[src/rtl/lvcd_params.svh]
// Register indices, field positions, reset values and timing for the dividers
`ifndef LVCD_PARAMS_SVH
`define LVCD_PARAMS_SVH

// Register indices; the byte address is four times the index
`define LVCD_IDX_A_CYC    10'h190
`define LVCD_IDX_A_CTRL   10'h191
`define LVCD_IDX_A_ROUTE  10'h192
`define LVCD_IDX_B_CYC    10'h196
`define LVCD_IDX_B_CTRL   10'h197
`define LVCD_IDX_SRC_SEL  10'h1E1

// Control register fields
`define LVCD_BIT_BYPASS   7
`define LVCD_BIT_NOSYNC   6
`define LVCD_BIT_FORCE    5
`define LVCD_BIT_START    4

// Routing register fields
`define LVCD_BIT_DIRECT   1
`define LVCD_BIT_DCC_DIS  0

// Source select codes
`define LVCD_SRC_EXT      2'h0
`define LVCD_SRC_NONE     2'h1
`define LVCD_SRC_VCO      2'h2

// Reset values
`define LVCD_RST_CYC      8'h00
`define LVCD_RST_A_CTRL   8'h80
`define LVCD_RST_B_CTRL   8'h00
`define LVCD_RST_ROUTE    2'h0
`define LVCD_RST_SRC_SEL  2'h0

// Clock period in ns at 25 MHz
`define LVCD_CLK_NS       40

`endif

[src/rtl/lvcd_pkg.sv]
// Types shared by the channel divider files
package lvcd_pkg;

  // Output level of a divider, one-hot
  typedef enum logic [1:0] {
    LVCD_LVL_LOW  = 2'h1,
    LVCD_LVL_HIGH = 2'h2
  } lvcd_lvl_e;

  typedef logic [3:0] lvcd_nib_t;

endpackage

[src/rtl/lvcd_div_core.sv]
// One channel divider: low/high counting, start level, phase offset, DCC
`timescale 1ns/1ns
`default_nettype none

module lvcd_div_core (
  input  wire logic            i_clk,        // System clock
  input  wire logic            i_rst_b,      // Async reset, active low
  input  wire logic            i_run,        // Counting logic powered
  input  wire logic            i_tick,       // One divider input cycle
  input  wire logic            i_sync,       // Honored sync, level
  input  wire lvcd_pkg::lvcd_nib_t i_low,    // Low cycles minus one
  input  wire lvcd_pkg::lvcd_nib_t i_high,   // High cycles minus one
  input  wire lvcd_pkg::lvcd_nib_t i_phase,  // Phase offset in cycles
  input  wire logic            i_start_high, // Start level after sync
  input  wire logic            i_dcc_en,     // Duty-cycle correction on
  output logic                 o_level       // Divided level
);

  lvcd_pkg::lvcd_lvl_e state_ff;
  logic [4:0]          cnt_ff;
  logic [5:0]          ticks_ff;
  logic                settled_ff;
  logic [8:0]          cfg_ff;
  logic                cfg_chg;
  logic                restart;
  logic                toggle;

  // Cycles minus one spent in a level; DCC gives low half the period rounded down, high the rest
  function automatic logic [4:0] dur_m1(input logic      hi,
                                        input logic [3:0] lo_f,
                                        input logic [3:0] hi_f,
                                        input logic      dcc);
    logic [5:0] total;
    logic [5:0] lo_e;
    total = {2'h0, lo_f} + {2'h0, hi_f} + 6'h02;
    lo_e  = {1'b0, total[5:1]};
    if (!dcc) begin
      dur_m1 = hi ? {1'b0, hi_f} : {1'b0, lo_f};
    end else if (hi) begin
      dur_m1 = 5'(total - lo_e - 6'h01);
    end else begin
      dur_m1 = 5'(lo_e - 6'h01);
    end
  endfunction

  assign restart = !i_run || i_sync;
  assign toggle  = i_tick && !restart && (cnt_ff == 5'h00);
  assign o_level = (state_ff == lvcd_pkg::LVCD_LVL_HIGH);

  // Level sequencer; bypass holds it idle, which stands for power-down
  always_ff @(posedge i_clk or negedge i_rst_b) begin
    if (!i_rst_b) begin
      state_ff <= lvcd_pkg::LVCD_LVL_LOW;
      cnt_ff   <= 5'h00;
    end else if (restart) begin
      // Restart at the start level, first edge pushed out by the phase
      state_ff <= i_start_high ? lvcd_pkg::LVCD_LVL_HIGH      // [RQ9]
                               : lvcd_pkg::LVCD_LVL_LOW;
      cnt_ff   <= 5'(dur_m1(i_start_high, i_low, i_high, i_dcc_en)
                     + {1'b0, i_phase});  // [RQ17] [RQ10]
    end else if (toggle) begin
      unique case (state_ff)
        lvcd_pkg::LVCD_LVL_LOW: begin
          state_ff <= lvcd_pkg::LVCD_LVL_HIGH;
          cnt_ff   <= dur_m1(1'b1, i_low, i_high, i_dcc_en);  // [RQ2] [RQ15]
        end
        lvcd_pkg::LVCD_LVL_HIGH: begin
          state_ff <= lvcd_pkg::LVCD_LVL_LOW;
          cnt_ff   <= dur_m1(1'b0, i_low, i_high, i_dcc_en);  // [RQ1] [RQ3]
        end
      endcase
    end else if (i_tick) begin
      cnt_ff <= cnt_ff - 5'h01;                               // [RQ18]
    end
  end

  // Ticks seen in the current level; only the assertions read it
  always_ff @(posedge i_clk or negedge i_rst_b) begin
    if (!i_rst_b) begin
      ticks_ff   <= 6'h00;
      settled_ff <= 1'b0;
    end else if (restart) begin
      ticks_ff   <= 6'h00;
      settled_ff <= 1'b0;
    end else if (toggle) begin
      ticks_ff   <= 6'h00;
      settled_ff <= 1'b1;
    end else begin
      if (i_tick) begin
        ticks_ff <= ticks_ff + 6'h01;
      end
      if (cfg_chg) begin
        settled_ff <= 1'b0;
      end
    end
  end

  // Settings of last cycle; a level begun with old counts is not measured
  always_ff @(posedge i_clk or negedge i_rst_b) begin
    if (!i_rst_b) begin
      cfg_ff <= 9'h000;
    end else begin
      cfg_ff <= {i_dcc_en, i_low, i_high};
    end
  end
  assign cfg_chg = ({i_dcc_en, i_low, i_high} != cfg_ff);

  low_length_a: assert property (@(posedge i_clk) disable iff (!i_rst_b)
    (toggle && !o_level && settled_ff && !cfg_chg && !i_dcc_en)
      |-> ticks_ff == {2'h0, i_low})  // [RQ1]
    else $error("low level length differs from low count plus one");

  high_length_a: assert property (@(posedge i_clk) disable iff (!i_rst_b)
    (toggle && o_level && settled_ff && !cfg_chg && !i_dcc_en)
      |-> ticks_ff == {2'h0, i_high})  // [RQ2]
    else $error("high level length differs from high count plus one");

  zero_count_a: assert property (@(posedge i_clk) disable iff (!i_rst_b)
    (i_tick && !restart && !o_level && settled_ff && !i_dcc_en
      && i_low == 4'h0 && $stable(i_low)) |=> o_level)  // [RQ3]
    else $error("zero low count did not give a single cycle");

  sync_start_a: assert property (@(posedge i_clk) disable iff (!i_rst_b)
    (i_run && i_sync) |=> (o_level == $past(i_start_high)))  // [RQ9]
    else $error("level after sync is not the start level");

  phase_delay_a: assert property (@(posedge i_clk) disable iff (!i_rst_b)
    (restart ##1 !restart) |-> cnt_ff == 5'(dur_m1($past(i_start_high),
      $past(i_low), $past(i_high), $past(i_dcc_en))
      + {1'b0, $past(i_phase)}))  // [RQ17]
    else $error("first transition not delayed by the phase offset");

endmodule

`default_nettype wire

[src/rtl/lvcd_top.sv]
// Two LVPECL channel dividers with their APB register file and routing
//
// The APB register port was chosen for this implementation.
`timescale 1ns/1ns
`default_nettype none
`include "lvcd_params.svh"

// Notes on behaviour
// RQ1 - Output stays low for low count plus one input cycles.
// RQ2 - Output stays high for high count plus one input cycles.
// RQ3 - A zero count gives one cycle; both count fields reset to zero.
// RQ4 - Bypass idles the counting logic and passes the input clock through.
// RQ5 - First divider resets bypassed; second resets using its counter.
// RQ6 - Sync-ignore clear obeys chip sync; set ignores it.
// RQ7 - Software sets sync-ignore whenever it wants the force level used.
// RQ8 - Forced output is static low for force bit 0, high for 1.
// RQ9 - Start-high bit picks the level after sync; reset starts low.
// RQ10 - Four-bit phase offset per divider, reset zero, delays in cycles.
// RQ11 - Direct bit clear: both pair outputs come from the divider.
// RQ12 - Direct set with source select 10 routes oscillator to both outputs.
// RQ13 - Direct set with source select 00 routes external clock to both.
// RQ14 - Direct set with source select 01 has no effect.
// RQ15 - Correction-disable clear applies duty-cycle correction; set omits it.
// RQ16 - Second divider has same counts, bypass, sync, force in own registers.
// RQ17 - Honored sync restarts counters, applies start level, then phase delay.
// RQ18 - Period is low plus high plus two cycles, repeating continuously.
module lvcd_top (
  input  wire logic        I_CLK,                    // 25 MHz clock
  input  wire logic        I_RST_B,                  // Async reset, low
  input  wire logic        I_PSEL,                   // APB select
  input  wire logic        I_PENABLE,                // APB enable
  input  wire logic        I_PWRITE,                 // APB direction
  input  wire logic [11:0] I_PADDR,                  // APB byte address
  input  wire logic [31:0] I_PWDATA,                 // APB write data
  input  wire logic [3:0]  I_PSTRB,                  // APB byte strobes
  input  wire logic        I_VCO_CLK,                // Oscillator clock
  input  wire logic        I_EXT_CLK,                // External clock
  input  wire logic        I_SYNC,                   // Chip sync, high
  output logic [31:0]      O_PRDATA,                 // APB read data
  output logic             O_PREADY,                 // APB ready
  output logic             O_PSLVERR,                // APB error
  output logic             O_PAIR_A_OUTPUT_FIRST,    // Pair A output
  output logic             O_PAIR_A_OUTPUT_SECOND,   // Pair A output
  output logic             O_PAIR_B_OUTPUT_FIRST,    // Pair B output
  output logic             O_PAIR_B_OUTPUT_SECOND    // Pair B output
);

  logic [7:0]  a_cyc_ff;
  logic [7:0]  a_ctrl_ff;
  logic [1:0]  a_route_ff;
  logic [7:0]  b_cyc_ff;
  logic [7:0]  b_ctrl_ff;
  logic [1:0]  src_sel_ff;
  logic [31:0] prdata_ff;
  logic        pready_ff;
  logic        pslverr_ff;
  logic        src_ff;
  logic        src_d_ff;
  logic        tick;
  logic        div_a;
  logic        div_b;
  logic        forced_a;
  logic        forced_b;
  logic        direct_a;
  logic        nxt_out_a;
  logic        nxt_out_b;
  logic        wr_en;
  logic [9:0]  wr_idx;

  // Word index of a byte address
  function automatic logic [9:0] reg_idx(input logic [11:0] addr);
    reg_idx = addr[11:2];
  endfunction

  // Register read mux; narrow registers sit in the low bits
  function automatic logic [31:0] rd_mux(input logic [9:0] idx,
                                         input logic [7:0] ac,
                                         input logic [7:0] at,
                                         input logic [1:0] ar,
                                         input logic [7:0] bc,
                                         input logic [7:0] bt,
                                         input logic [1:0] ss);
    unique case (idx)
      `LVCD_IDX_A_CYC:   rd_mux = {24'h00_0000, ac};
      `LVCD_IDX_A_CTRL:  rd_mux = {24'h00_0000, at};
      `LVCD_IDX_A_ROUTE: rd_mux = {30'h0000_0000, ar};
      `LVCD_IDX_B_CYC:   rd_mux = {24'h00_0000, bc};
      `LVCD_IDX_B_CTRL:  rd_mux = {24'h00_0000, bt};
      `LVCD_IDX_SRC_SEL: rd_mux = {30'h0000_0000, ss};
      default:           rd_mux = 32'h0000_0000;
    endcase
  endfunction

  // Any address outside the map answers with an error
  function automatic logic unmapped(input logic [9:0] idx);
    unmapped = !(idx == `LVCD_IDX_A_CYC  || idx == `LVCD_IDX_A_CTRL ||
                 idx == `LVCD_IDX_A_ROUTE || idx == `LVCD_IDX_B_CYC ||
                 idx == `LVCD_IDX_B_CTRL || idx == `LVCD_IDX_SRC_SEL);
  endfunction

  assign wr_idx = reg_idx(I_PADDR);
  assign wr_en  = I_PSEL && I_PENABLE && pready_ff && I_PWRITE &&
                  I_PSTRB[0] && !unmapped(wr_idx);

  // APB answer: data and ready are set up in the setup cycle so that
  // every output stays a flop; costs nothing, access phase is one cycle
  always_ff @(posedge I_CLK or negedge I_RST_B) begin
    if (!I_RST_B) begin
      pready_ff  <= 1'b0;
      pslverr_ff <= 1'b0;
      prdata_ff  <= 32'h0000_0000;
    end else begin
      pready_ff  <= I_PSEL && !I_PENABLE;
      pslverr_ff <= I_PSEL && !I_PENABLE && unmapped(reg_idx(I_PADDR));
      if (I_PSEL && !I_PENABLE && !I_PWRITE) begin
        prdata_ff <= rd_mux(reg_idx(I_PADDR), a_cyc_ff, a_ctrl_ff,
                            a_route_ff, b_cyc_ff, b_ctrl_ff, src_sel_ff);
      end else begin
        prdata_ff <= 32'h0000_0000;
      end
    end
  end

  // Divider A registers
  always_ff @(posedge I_CLK or negedge I_RST_B) begin
    if (!I_RST_B) begin
      a_cyc_ff   <= `LVCD_RST_CYC;                            // [RQ3]
      a_ctrl_ff  <= `LVCD_RST_A_CTRL;                         // [RQ5]
      a_route_ff <= `LVCD_RST_ROUTE;
    end else if (wr_en) begin
      if (wr_idx == `LVCD_IDX_A_CYC)   a_cyc_ff   <= I_PWDATA[7:0];
      if (wr_idx == `LVCD_IDX_A_CTRL)  a_ctrl_ff  <= I_PWDATA[7:0];
      if (wr_idx == `LVCD_IDX_A_ROUTE) a_route_ff <= I_PWDATA[1:0];
    end
  end

  // Divider B registers and the shared source select
  always_ff @(posedge I_CLK or negedge I_RST_B) begin
    if (!I_RST_B) begin
      b_cyc_ff   <= `LVCD_RST_CYC;                            // [RQ3]
      b_ctrl_ff  <= `LVCD_RST_B_CTRL;                         // [RQ5] [RQ16]
      src_sel_ff <= `LVCD_RST_SRC_SEL;
    end else if (wr_en) begin
      if (wr_idx == `LVCD_IDX_B_CYC)   b_cyc_ff   <= I_PWDATA[7:0];
      if (wr_idx == `LVCD_IDX_B_CTRL)  b_ctrl_ff  <= I_PWDATA[7:0];
      if (wr_idx == `LVCD_IDX_SRC_SEL) src_sel_ff <= I_PWDATA[1:0];
    end
  end

  // Distribution clock sample; a rising edge is one divider input cycle
  always_ff @(posedge I_CLK or negedge I_RST_B) begin
    if (!I_RST_B) begin
      src_ff   <= 1'b0;
      src_d_ff <= 1'b0;
    end else begin
      src_ff   <= (src_sel_ff == `LVCD_SRC_VCO) ? I_VCO_CLK : I_EXT_CLK;
      src_d_ff <= src_ff;
    end
  end
  assign tick = src_ff && !src_d_ff;

  // Force acts only while sync is ignored and chip sync is asserted
  assign forced_a = I_SYNC && a_ctrl_ff[`LVCD_BIT_NOSYNC];    // [RQ7]
  assign forced_b = I_SYNC && b_ctrl_ff[`LVCD_BIT_NOSYNC];    // [RQ7]
  assign direct_a = a_route_ff[`LVCD_BIT_DIRECT] &&
                    (src_sel_ff == `LVCD_SRC_VCO ||
                     src_sel_ff == `LVCD_SRC_EXT);            // [RQ14]

  lvcd_div_core u_div_a (
    .i_clk        (I_CLK),
    .i_rst_b      (I_RST_B),
    .i_run        (!a_ctrl_ff[`LVCD_BIT_BYPASS]),             // [RQ4]
    .i_tick       (tick),
    .i_sync       (I_SYNC && !a_ctrl_ff[`LVCD_BIT_NOSYNC]),   // [RQ6]
    .i_low        (a_cyc_ff[7:4]),                            // [RQ1]
    .i_high       (a_cyc_ff[3:0]),                            // [RQ2]
    .i_phase      (a_ctrl_ff[3:0]),                           // [RQ10]
    .i_start_high (a_ctrl_ff[`LVCD_BIT_START]),               // [RQ9]
    .i_dcc_en     (!a_route_ff[`LVCD_BIT_DCC_DIS]),           // [RQ15]
    .o_level      (div_a)
  );

  lvcd_div_core u_div_b (
    .i_clk        (I_CLK),
    .i_rst_b      (I_RST_B),
    .i_run        (!b_ctrl_ff[`LVCD_BIT_BYPASS]),             // [RQ16]
    .i_tick       (tick),
    .i_sync       (I_SYNC && !b_ctrl_ff[`LVCD_BIT_NOSYNC]),   // [RQ6]
    .i_low        (b_cyc_ff[7:4]),
    .i_high       (b_cyc_ff[3:0]),
    .i_phase      (b_ctrl_ff[3:0]),
    .i_start_high (b_ctrl_ff[`LVCD_BIT_START]),
    .i_dcc_en     (1'b1),
    .o_level      (div_b)
  );

  // Output selection: direct route (pair A only), then force, then bypass, then divider
  always_comb begin
    if (direct_a) begin
      nxt_out_a = src_ff;                                     // [RQ12] [RQ13]
    end else if (forced_a) begin
      nxt_out_a = a_ctrl_ff[`LVCD_BIT_FORCE];                 // [RQ8]
    end else if (a_ctrl_ff[`LVCD_BIT_BYPASS]) begin
      nxt_out_a = src_ff;                                     // [RQ4]
    end else begin
      nxt_out_a = div_a;                                      // [RQ11]
    end
    if (forced_b) begin
      nxt_out_b = b_ctrl_ff[`LVCD_BIT_FORCE];                 // [RQ16]
    end else if (b_ctrl_ff[`LVCD_BIT_BYPASS]) begin
      nxt_out_b = src_ff;
    end else begin
      nxt_out_b = div_b;
    end
  end

  // Both outputs of a pair come from one flop each, same value
  always_ff @(posedge I_CLK or negedge I_RST_B) begin
    if (!I_RST_B) begin
      O_PAIR_A_OUTPUT_FIRST  <= 1'b0;
      O_PAIR_A_OUTPUT_SECOND <= 1'b0;
      O_PAIR_B_OUTPUT_FIRST  <= 1'b0;
      O_PAIR_B_OUTPUT_SECOND <= 1'b0;
    end else begin
      O_PAIR_A_OUTPUT_FIRST  <= nxt_out_a;                    // [RQ11]
      O_PAIR_A_OUTPUT_SECOND <= nxt_out_a;
      O_PAIR_B_OUTPUT_FIRST  <= nxt_out_b;
      O_PAIR_B_OUTPUT_SECOND <= nxt_out_b;
    end
  end

  assign O_PRDATA  = prdata_ff;
  assign O_PREADY  = pready_ff;
  assign O_PSLVERR = pslverr_ff;

  bypass_pass_a: assert property (@(posedge I_CLK) disable iff (!I_RST_B)
    (a_ctrl_ff[`LVCD_BIT_BYPASS] && !direct_a && !forced_a)
      |=> O_PAIR_A_OUTPUT_FIRST == $past(src_ff))  // [RQ4]
    else $error("bypassed divider did not pass the input clock");

  reset_bypass_a: assert property (@(posedge I_CLK)
    $rose(I_RST_B) |-> a_ctrl_ff[`LVCD_BIT_BYPASS] &&
      !b_ctrl_ff[`LVCD_BIT_BYPASS] && a_cyc_ff == 8'h00)  // [RQ5]
    else $error("divider reset state is wrong");

  force_level_a: assert property (@(posedge I_CLK) disable iff (!I_RST_B)
    (forced_b) |=> O_PAIR_B_OUTPUT_FIRST == $past(b_ctrl_ff[5]))  // [RQ8]
    else $error("forced output does not follow the force bit");

  pair_equal_a: assert property (@(posedge I_CLK) disable iff (!I_RST_B)
    O_PAIR_A_OUTPUT_FIRST == O_PAIR_A_OUTPUT_SECOND)  // [RQ11]
    else $error("pair A outputs differ");

  vco_route_a: assert property (@(posedge I_CLK) disable iff (!I_RST_B)
    (direct_a && src_sel_ff == 2'h2 && $stable(src_sel_ff))
      |-> src_ff == $past(I_VCO_CLK) ##1 O_PAIR_A_OUTPUT_FIRST ==
      $past(src_ff))  // [RQ12]
    else $error("oscillator not routed straight to pair A");

  ext_route_a: assert property (@(posedge I_CLK) disable iff (!I_RST_B)
    (direct_a && src_sel_ff == 2'h0 && $stable(src_sel_ff))
      |-> src_ff == $past(I_EXT_CLK))  // [RQ13]
    else $error("external clock not routed straight to pair A");

  no_effect_a: assert property (@(posedge I_CLK) disable iff (!I_RST_B)
    (a_route_ff[1] && src_sel_ff == 2'h1 && !forced_a && !a_ctrl_ff[7])
      |=> O_PAIR_A_OUTPUT_SECOND == $past(div_a))  // [RQ14]
    else $error("direct bit acted with source select 01");

  apb_ready_a: assert property (@(posedge I_CLK) disable iff (!I_RST_B)
    (I_PSEL && !I_PENABLE)
      |=> O_PREADY ##1 !O_PREADY || (I_PSEL && !I_PENABLE))
    else $error("APB ready not a single access cycle");

  // Forced level, pair B, direct route and bus answer checks
  force_a_level_a: assert property (@(posedge I_CLK) disable iff (!I_RST_B)
    (forced_a && !direct_a)
      |=> O_PAIR_A_OUTPUT_FIRST == $past(a_ctrl_ff[`LVCD_BIT_FORCE]))  // [RQ8]
    else $error("forced pair A output does not follow the force bit");

  pair_b_equal_a: assert property (@(posedge I_CLK) disable iff (!I_RST_B)
    O_PAIR_B_OUTPUT_FIRST == O_PAIR_B_OUTPUT_SECOND)  // [RQ16]
    else $error("pair B outputs differ");

  bypass_b_pass_a: assert property (@(posedge I_CLK) disable iff (!I_RST_B)
    (b_ctrl_ff[`LVCD_BIT_BYPASS] && !forced_b)
      |=> O_PAIR_B_OUTPUT_FIRST == $past(src_ff))  // [RQ4] [RQ16]
    else $error("bypassed divider B did not pass the input clock");

  ext_out_a: assert property (@(posedge I_CLK) disable iff (!I_RST_B)
    (direct_a && src_sel_ff == `LVCD_SRC_EXT)
      |=> O_PAIR_A_OUTPUT_FIRST == $past(src_ff))  // [RQ13]
    else $error("external clock did not reach pair A output");

  slave_error_a: assert property (@(posedge I_CLK) disable iff (!I_RST_B)
    (I_PSEL && !I_PENABLE && unmapped(reg_idx(I_PADDR)))
      |=> O_PREADY && O_PSLVERR)
    else $error("unmapped access answered without an error");

  read_idle_a: assert property (@(posedge I_CLK) disable iff (!I_RST_B)
    !(I_PSEL && !I_PENABLE && !I_PWRITE) |=> O_PRDATA == 32'h0000_0000)
    else $error("read data not zero outside a read access");

endmodule

`default_nettype wire

[config.mk]
export PLATFORM = sky130hd
export DESIGN_NAME = lvcd_top
export DESIGN_NICKNAME = d
export VERILOG_FILES = /design/src/rtl/lvcd_pkg.sv /design/src/rtl/lvcd_div_core.sv /design/src/rtl/lvcd_top.sv
export VERILOG_INCLUDE_DIRS = /design/src /design/src/rtl
export SDC_FILE = /design/constraint.sdc
export NUM_CORES = 1
export LEC_CHECK = 0
export ABC_AREA = 1
export BUFFER_PORTS_ARGS = -buffer_cell sky130_fd_sc_hd__buf_2
export CORE_UTILIZATION = 35
export CTS_BUF_LIST = sky130_fd_sc_hd__clkbuf_2
export CTS_CLUSTER_DIAMETER = 200
export DETAILED_ROUTE_END_ITERATION = 12
export GPL_ROUTABILITY_DRIVEN = 0
export PLACE_DENSITY_LB_ADDON = 0.3
export SYNTH_ARGS = -nofsm -noshare
export SYNTH_HDL_FRONTEND = slang
export SYNTH_HIERARCHICAL = 1
export SYNTH_SLANG_ARGS = --single-unit
export TNS_END_PERCENT = 5
[constraint.sdc]
create_clock -name I_CLK -period 10.5 [get_ports I_CLK]
set_clock_uncertainty 0.05 [all_clocks]
set_input_delay 1.05 -clock I_CLK [delete_from_list [all_inputs] [get_ports I_CLK]]
set_output_delay 1.05 -clock I_CLK [all_outputs]
set_load 0.01 [all_outputs]
---- Word-level counts from Yosys, hierarchy flattened ----
Index checks and enable logic that the tools add are counted.
operators by class
  $add $sub $neg .......................... 14
  multiplexer cells ....................... 32
  equal/unequal tests ..................... 11
  magnitude comparators ................... 0
  $mul .................................... 0
  shift operators ......................... 0
  div/mod/pow operators ................... 0
  reduce and logical (&&, ||, !) cells .... 47
  bitwise gates (word level) .............. 0
operators by type and width
  operator                                               count
  2-to-1 mux 5 bit                                       13
  equality test 10 x 9 -> 1 bit (second input constant)  6
  one-hot mux 8 bit (6 select lines)                     1
  2-to-1 mux 32 bit                                      1
  subtractor 5 x 1 -> 5 bit (second input constant)      6
  one-hot mux 5 bit (2 select lines)                     2
  logical AND 1 bit                                      18
  adder 5 x 2 -> 6 bit (second input constant)           2
  2-to-1 mux 2 bit                                       6
  AND reduction 2 bit                                    6
  adder 4 x 4 -> 5 bit                                   2
  adder 5 x 4 -> 5 bit                                   2
  logical NOT 5 bit                                      2
  subtractor 5 bit                                       2
  logical NOT 1 bit                                      8
  logical OR 1 bit                                       8
  one-hot mux 2 bit (2 select lines)                     2
  equality test 2 bit (second input constant)            3
  2-to-1 mux 1 bit                                       6
  nonzero test 3 bit                                     2
  equality test 2 x 1 -> 1 bit (second input constant)   2
  2-to-1 mux 4 bit                                       1
  nonzero test 2 bit                                     2
  logical NOT 2 bit                                      1
storage, ports and cells
  bits in writable memories ............... 0
  bits in latches ......................... 0
  output and inout port bits .............. 38
  flip-flop bits (word level) ............. 88
  bits in read-only memories .............. 0
  word-level logic and storage cells ...... 121
  memories ................................ 0
  input bits .............................. 56

---- Depth between registers and ports, before layout ----
Gate-level depths: netlist of the first run.
  depth after elaboration ................. 9
  depth in mapped cells ................... 26
  mapped depth without buffers ............ 26

---- Modules after synthesis ----
The synthesis of the first run kept the hierarchy.
by module, submodules not included
  module                   area each (um2)  times used  cells an instance
  lvcd_top                 2762.6           1           357
  lvcd_div_core (u_div_a)  1357.6           1           205
  lvcd_div_core (u_div_b)  1347.5           1           203

---- Worst setup path after synthesis of the first run ----
OpenSTA, ideal clock, no wires.
  kind .................................... reg-to-reg
  from .................................... register a_cyc_ff[5]
  to ...................................... register u_div_a.cnt_ff[4]
  path slack .............................. 6.945 ns
  path buffers ............................ 0
  setup time .............................. 0.073 ns
  cell stages (with the launch flop) ...... 22
  data required time ...................... 10.377 ns
  data arrival time ....................... 3.432 ns
  period minus slack after synthesis ...... 3.555 ns
  cells stage by stage .................... dfrtp_1 inv_1 ha_1 inv_1 ha_1 inv_1 fa_1 inv_1 ha_1 a21o_2 nor2_2 nand3_2 nand3_1 nand2_1 a21oi_1 ha_1 a21o_1 a31oi_1 nand3_1 nand2_1 nand2_1 a21oi_2
on the way
  cells in the longest elaborated chain, start to end .. 9
ends and longest elaborated chain
  item                       line                 source
  start: declaration         lvcd_top.sv:48       logic [7:0] a_cyc_ff;
  start signal: assignment   lvcd_top.sv:127      a_cyc_ff <= `LVCD_RST_CYC;
  start signal: assignment   lvcd_top.sv:131      if (wr_idx == `LVCD_IDX_A_CYC) a_cyc_ff <= I_PWDATA[7:0];
  adder 4 x 4 -> 5 bit       lvcd_div_core.sv:35  total = {2'h0, lo_f} + {2'h0, hi_f} + 6'h02;
  adder 5 x 2 -> 6 bit       lvcd_div_core.sv:35
  subtractor 5 bit           lvcd_div_core.sv:40  dur_m1 = 5'(total - lo_e - 6'h01);
  subtractor 5 x 1 -> 5 bit  lvcd_div_core.sv:40
  2-to-1 mux 5 bit           lvcd_div_core.sv:39  end else if (hi) begin
  2-to-1 mux 5 bit           lvcd_div_core.sv:37  if (!dcc) begin
  2-to-1 mux 5 bit           lvcd_div_core.sv:55  end else if (restart) begin
  adder 5 x 4 -> 5 bit       lvcd_div_core.sv:60  + {1'b0, i_phase});
  2-to-1 mux 5 bit *         lvcd_div_core.sv:55
  end signal: assignment     lvcd_div_core.sv:59  cnt_ff <= 5'(dur_m1(i_start_high, i_low, i_high, i_dcc_en)
  end signal: assignment     lvcd_div_core.sv:65  cnt_ff <= dur_m1(1'b1, i_low, i_high, i_dcc_en);
  end signal: assignment     lvcd_div_core.sv:69  cnt_ff <= dur_m1(1'b0, i_low, i_high, i_dcc_en);
  end: declaration           lvcd_div_core.sv:20  logic [4:0] cnt_ff;
Mark *: on every way between the ends. The rest lies on a longest branch, timed or not. The select of a mux whose other input is x is not followed.
A chain may end at the register's enable or synchronous reset.

---- Final worst setup path of the first run ----
Ends and elaborated chain as after synthesis.

==> results of run 1 <==
[through the flow]
stage	cell area [um2]	setup WS (ps)	utilization	hold WS [ps]
floorplan	5570	6950	-	324
global placement	5730	6540	0.377	404
detailed placement	5730	6510	0.377	403
CTS	5890	6470	0.388	427
global route	5900	6210	0.388	445
finish	5900	6490	0.388	428
[cell families after synthesis]
kind of cell             Yosys count
flip-flops                        64
adder cells (fa/ha/maj)           40
buffers and inverters            138
other                              2
AND/OR/NAND/NOR                  431
AO/OA/AOI/OAI                     80
XOR/XNOR                          10
[worst min-delay path, cell delays in order, from the launching register on]
cell,delay (ps)
dfstp_2,410
nand2_1,50
nand2_1,40
[where the power goes]
group	switching [uW]	total [uW]	internal [uW]
Sequential	7.23	264	256
Clock	98.2	201	103
Combinational	47.3	72.1	24.8
Total	153	537	384
[final cells by class]
class | count | share of cell area
inverters | 96 | 0.0637
repair buffers | 43 | 0.0378
multi-input cells | 590 | 0.558
diodes | 1 | 0.000424
well taps | 188 | 0.0399
flip-flops and latches | 64 | 0.272
clock buffers | 9 | 0.00764
clock inverters | 7 | 0.0202
[routing by layer]
layer | share of wire | GRT usage | vias to the layer above
li1 | - | - | 2515
met4 | 0.014 | 0.0546 | 0
met2 | 0.41 | 0.248 | 111
met3 | 0.044 | 0.0314 | 14
met1 | 0.53 | 0.261 | 2238
met5 | 0 | 0 | -
[worst max-delay path by stage]
stage                   endpoint  depth (start not counted)  slack (ps)        start
3_3_place_gp   u_div_a/cnt_ff[4]                         21        6540  a_cyc_ff[5]
6_report       u_div_a/cnt_ff[4]                         21        6490  a_cyc_ff[5]
2_1_floorplan  u_div_a/cnt_ff[4]                         21        6950  a_cyc_ff[5]
5_1_grt        u_div_a/cnt_ff[4]                         21        6210  a_cyc_ff[5]
4_1_cts        u_div_a/cnt_ff[4]                         21        6470  a_cyc_ff[5]
3_5_place_dp   u_div_a/cnt_ff[4]                         21        6510  a_cyc_ff[5]
[flip-flops by register name, summed over array words and instances, names as in the netlist, 2 cells and up]
signal / flops
u_div_b/cnt_ff: 5
O_PRDATA: 8
b_ctrl_ff: 8
a_route_ff: 2
u_div_b/state_ff: 2
src_sel_ff: 2
a_cyc_ff: 8
a_ctrl_ff: 8
b_cyc_ff: 8
u_div_a/cnt_ff: 5
u_div_a/state_ff: 2
[cell usage in the layout, fill, tap and decap left out, types with 8 or more instances in the layout]
cell type and instances:
inv_1 89, nor2_4 8, clkbuf_2 9, nor2_1 59, o21ai_0 25, conb_1 29, nand4_1 39, nor2_2 10
buf_2 40, nand2_2 12, dfrtp_1 61, a21oi_1 15, nand3_2 18, ha_1 34, nand2_1 229, nand3_1 45
==> impl_metrics.yaml, run 1 <==
place:
  place_inst: 981
  portBuffers: 40
  hpwl_um: 10100
sta:
  fmax_mhz: 249
  slew_violations: 0
  period_share: 0.382
  max_slew.worst_pin.slew_ps: 833
  setup-tns-final_ps: 0
  rsz0062_at_grt: "false"
  finalSetupViolCount: 0
  hold_viol_final: 0
  fin_crit_ps: 4010
  timing.slew.headroom: 0.445
synthesis:
  synth_fa_ha_area_frac: 0.0998
  synthFlopType: "dfrtp_1"
  synth_most_common_cell: "nand2_1"
  yosys.area_share.simple: 0.374
  ys_top_cells_by_area: "dfrtp_1, nand2_1, ha_1"
  synthArstFlopShare: 1.00
  syn_area_um2: 5470
  synth_compound_area_frac: 0.0906
  synth-edff-count: 0
  yosys_warnings: 6
  synthTopCellsByCount: "nand2_1, inv_1, dfrtp_1"
  yosys_register_bits: 64
  netlist.area_leader.share: 0.279
  avgSynthCellArea_um2: 7.15
  synth_top_family_by_area: "simple AND/OR/NAND/NOR gates"
  muxShareOfSynthArea: 0
  ys_types: 48
  synth_xor_xnor_area_share: 0.0174
  ys_seq_area_frac: 0.294
  synth_top_area_cell: "dfrtp_1"
  synthCells: 765
worst_setup_path:
  crit_required_ps: 10930
  crit_type: "reg -> reg"
  crit_arrival_ps: 4450
  cp_top_family: "adder cells"
  crit_fanout: 5
  path_cells: "inv_1 -> ha_1 -> inv_1 -> ha_1 -> inv_1 -> fa_1 -> inv_1 -> ha_1 -> a21o_2 -> nor2_2 -> nand3_2 -> nand3_1 -> nand2_1 -> a21oi_1 -> ha_1 -> a21o_1 -> a31oi_1 -> nand3_1 -> nand2_1 -> nand2_1 -> a21oi_2"
  start_kind: "register"
  r2r-end: "u_div_a/cnt_ff[4]"
  r2r_slack_ps: 6490
  slowest_delay_ps: 630
  worst_path_max_delay_cell: "fa_1"
  r2r_start: "a_cyc_ff[5]"
  path_buf_inv: 4
  worst_setup_path_end_kind: "register"
  reg2regPathDepth: 21
run_status:
  status: "finished clean"
global_routing:
  grt_pass1_wl_um: 22100
  grt_pass1_vias: 4407
  grt_overflow_total: 0
  antenna_found_initial: 1
  grt_max_degree: 65
  track_usage: 0.173
floorplan:
  fp.dieH_um: 127
  core.rowCount: 45
  dieArea_um2: 16100
  start_util: 0.360
  die_w_um: 127
  io_pins: 94
  coreArea_um2: 15200
cts:
  cts_tree: "built"
  clk_latency_ps: 540
  ctsHtreeMaxLevel: 3
  cts-root-buf: "clkbuf_2"
  cts.sinks: 64
  post-cts-setup-buffer-count: 0
  clk_path_buf_depth: 2
  hold_buffers: 0
  cts_made_buffers: 9
  cts.clk_slew.worst_paths_ps: 190
  cts_resized: 0
drt:
  post-route-drc-count: 0
  dr.pass1.iters: 5
  wirelength_um: 13200
  wl_per_cell_um: 13.2
  vias: 4878
  vias_per_cell: 4.89
  drtIter0Drc: 290
  ant_nets: 0
power:
  irDropWorstVdd_v: 0.0000569
  leakagePower_uw: 0.00307
  finalPower_uw: 537
  power-per-cell-area_nw_per_um2: 91.1
finish:
  nNetsFinal: 900
  syn2layout_area_growth_pct: 7.83
  multi_input_area_um2: 3290
  drive_above_1_share: 0.159
  stdcell_count: 998
  final-seq-area_um2: 1610
  fillers: 1641
hold_path:
  hold_start: "a_ctrl_ff[7]"
  holdPathStages: 2
  hold_end: "a_ctrl_ff[7]"
  min_path_type: "reg -> reg"
run:
  maxCapViolCount: 0
Power figures use the tool's default switching activity.
==> inputs of run 2 (changes only) <==
==> constraint.sdc (replaced) <==
create_clock -name I_CLK -period 3.3 [get_ports I_CLK]
set_clock_uncertainty 0.05 [all_clocks]
set_input_delay 0.33 -clock I_CLK [delete_from_list [all_inputs] [get_ports I_CLK]]
set_output_delay 0.33 -clock I_CLK [all_outputs]
set_load 0.01 [all_outputs]
==> impl_metrics.yaml, run 2 (synthesized netlist as in run 1, its figures left out) <==
floorplan:
  dieArea_um2: 16100
  io_pins: 94
  coreArea_um2: 15200
  core.rowCount: 45
  fp.dieH_um: 127
  start_util: 0.360
  die_w_um: 127
worst_setup_path:
  start_kind: "register"
  path_cells: "inv_2 -> ha_4 -> inv_2 -> ha_4 -> inv_2 -> fa_2 -> fa_1 -> nand2_1 -> o21ai_1 -> inv_1 -> o21a_1 -> inv_1 -> ha_1 -> nand2_1 -> nor2_1 -> a211oi_2 -> xor2_1 -> o22ai_1 -> o21bai_1"
  crit_fanout: 4
  path_buf_inv: 5
  worst_path_max_delay_cell: "fa_1"
  crit_arrival_ps: 3860
  crit_top_cell: "inv_2"
  crit_type: "reg -> reg"
  slowest_delay_ps: 520
  cp_top_family: "adder cells"
  worst_setup_path_end_kind: "register"
  crit_required_ps: 3650
drt:
  dr.pass1.iters: 4
  vias_per_cell: 4.79
  ant_nets: 0
  drtIter0Drc: 260
  wl_per_cell_um: 13.1
  wirelength_um: 14200
  vias: 5212
  post-route-drc-count: 0
cts:
  clk_latency_ps: 500
  cts.clk_slew.worst_paths_ps: 190
  clk_path_buf_depth: 2
  cts.sinks: 64
  cts_tree: "built"
  cts-root-buf: "clkbuf_2"
  cts_made_buffers: 9
  ctsHtreeMaxLevel: 3
finish:
  mostFrequentLayoutCells: "nand2_1, buf_4, inv_1"
  layout_commonest_cell: "nand2_1"
  final-seq-area_um2: 1610
  multi_input_area_um2: 3460
  fillers: 1584
  stdcell_count: 1087
  syn2layout_area_growth_pct: 22.8
  nNetsFinal: 990
  diodes: 0
  drive_above_1_share: 0.278
  postLayoutCellArea_um2: 6720
run:
  maxCapViolCount: 0
sta:
  rsz0062_at_grt: "true"
  finalSetupViolCount: 7
  timing.slew.headroom: 0.450
  fmax_mhz: 285
  period_share: 1.06
  fin_crit_ps: 3510
  slew_violations: 0
  fin_ws_ps: -212
  max_slew.worst_pin.slew_ps: 824
  hold_viol_final: 0
place:
  hpwl_um: 11100
  portBuffers: 40
  pre_cts_slack_ps: -394
  place_inst: 1041
  placed_area_um2: 6230
run_status:
  violations: "negative setup slack"
  status: "complete, but fails checks"
global_routing:
  antenna_found_initial: 0
  grt_pass1_vias: 5185
  track_usage: 0.190
  grt_overflow_total: 0
  grt_pass1_wl_um: 24500
  grt_max_degree: 45
hold_path:
  min_path_type: "in -> reg"
power:
  irDropWorstVdd_v: 0.0000967
  leakagePower_uw: 0.00350
  power-per-cell-area_nw_per_um2: 231
run 2: repair_timing:
item | in CTS | in global routing
endpoints found under the hold margin | 24 | 0
hold buffers | 3 | 0
endpoints found under the setup margin | 7 | 8
pin swaps | 16 | 9
gates resized for setup | 31 | 7
buffers inserted | 25 | 2
run 2: final cells by class:
cell class                 instances  share of cell area
clock buffer                      10             0.00745
clock inverter                     6             0.00894
inverter                          96              0.0559
multi-input combinational        590               0.515
sequential                        64               0.239
tap                              188              0.0350
timing repair buffer             133               0.138
run 2: final timing paths:
path,slack [ps],cells after the start,from,endpoint
max,-210,19,b_cyc_ff[1],u_div_b/cnt_ff[3]
min,50,3,I_PSEL,O_PREADY
max reg2reg,-210,19,b_cyc_ff[1],u_div_b/cnt_ff[3]
min reg2reg,410,0,src_ff,src_d_ff
max in group asynchronous,2120,3,I_RST_B,u_div_b/state_ff[0]
min in group asynchronous,290,2,I_RST_B,u_div_a/cnt_ff[4]
run 2: power breakdown:
part           internal (uW)  total, uW  switching [uW]  leakage (uW)
Sequential               816        838            22.0      0.000860
Combinational           86.3        241             154       0.00257
Clock                    174        471             296     0.0000693
run 2: metrics by stage:
step	setup TNS, ps	power, uW	hold WS (ps)	utilization
final	-1100	1550	45.2	0.442
after global routing	-2670	1640	21.2	0.442
after CTS	-1140	1570	0.0372	0.440
after detailed placement	-1640	1090	335	0.410
after global placement	-1500	1090	331	0.410
after floorplan	-494	1020	-15.6	-
run 2: layer usage:
layer	vias up	global-route usage	part of all wire
li1	2691	-	-
met1	2395	0.264	0.50
met2	107	0.310	0.45
met3	19	0.0176	0.034
met4	0	0.0679	0.015
met5	-	0	0
run 2: tightest hold or removal path, cell delays in order:
cell    delay [ps]
buf_2          100
inv_1           60
nor2_1          80
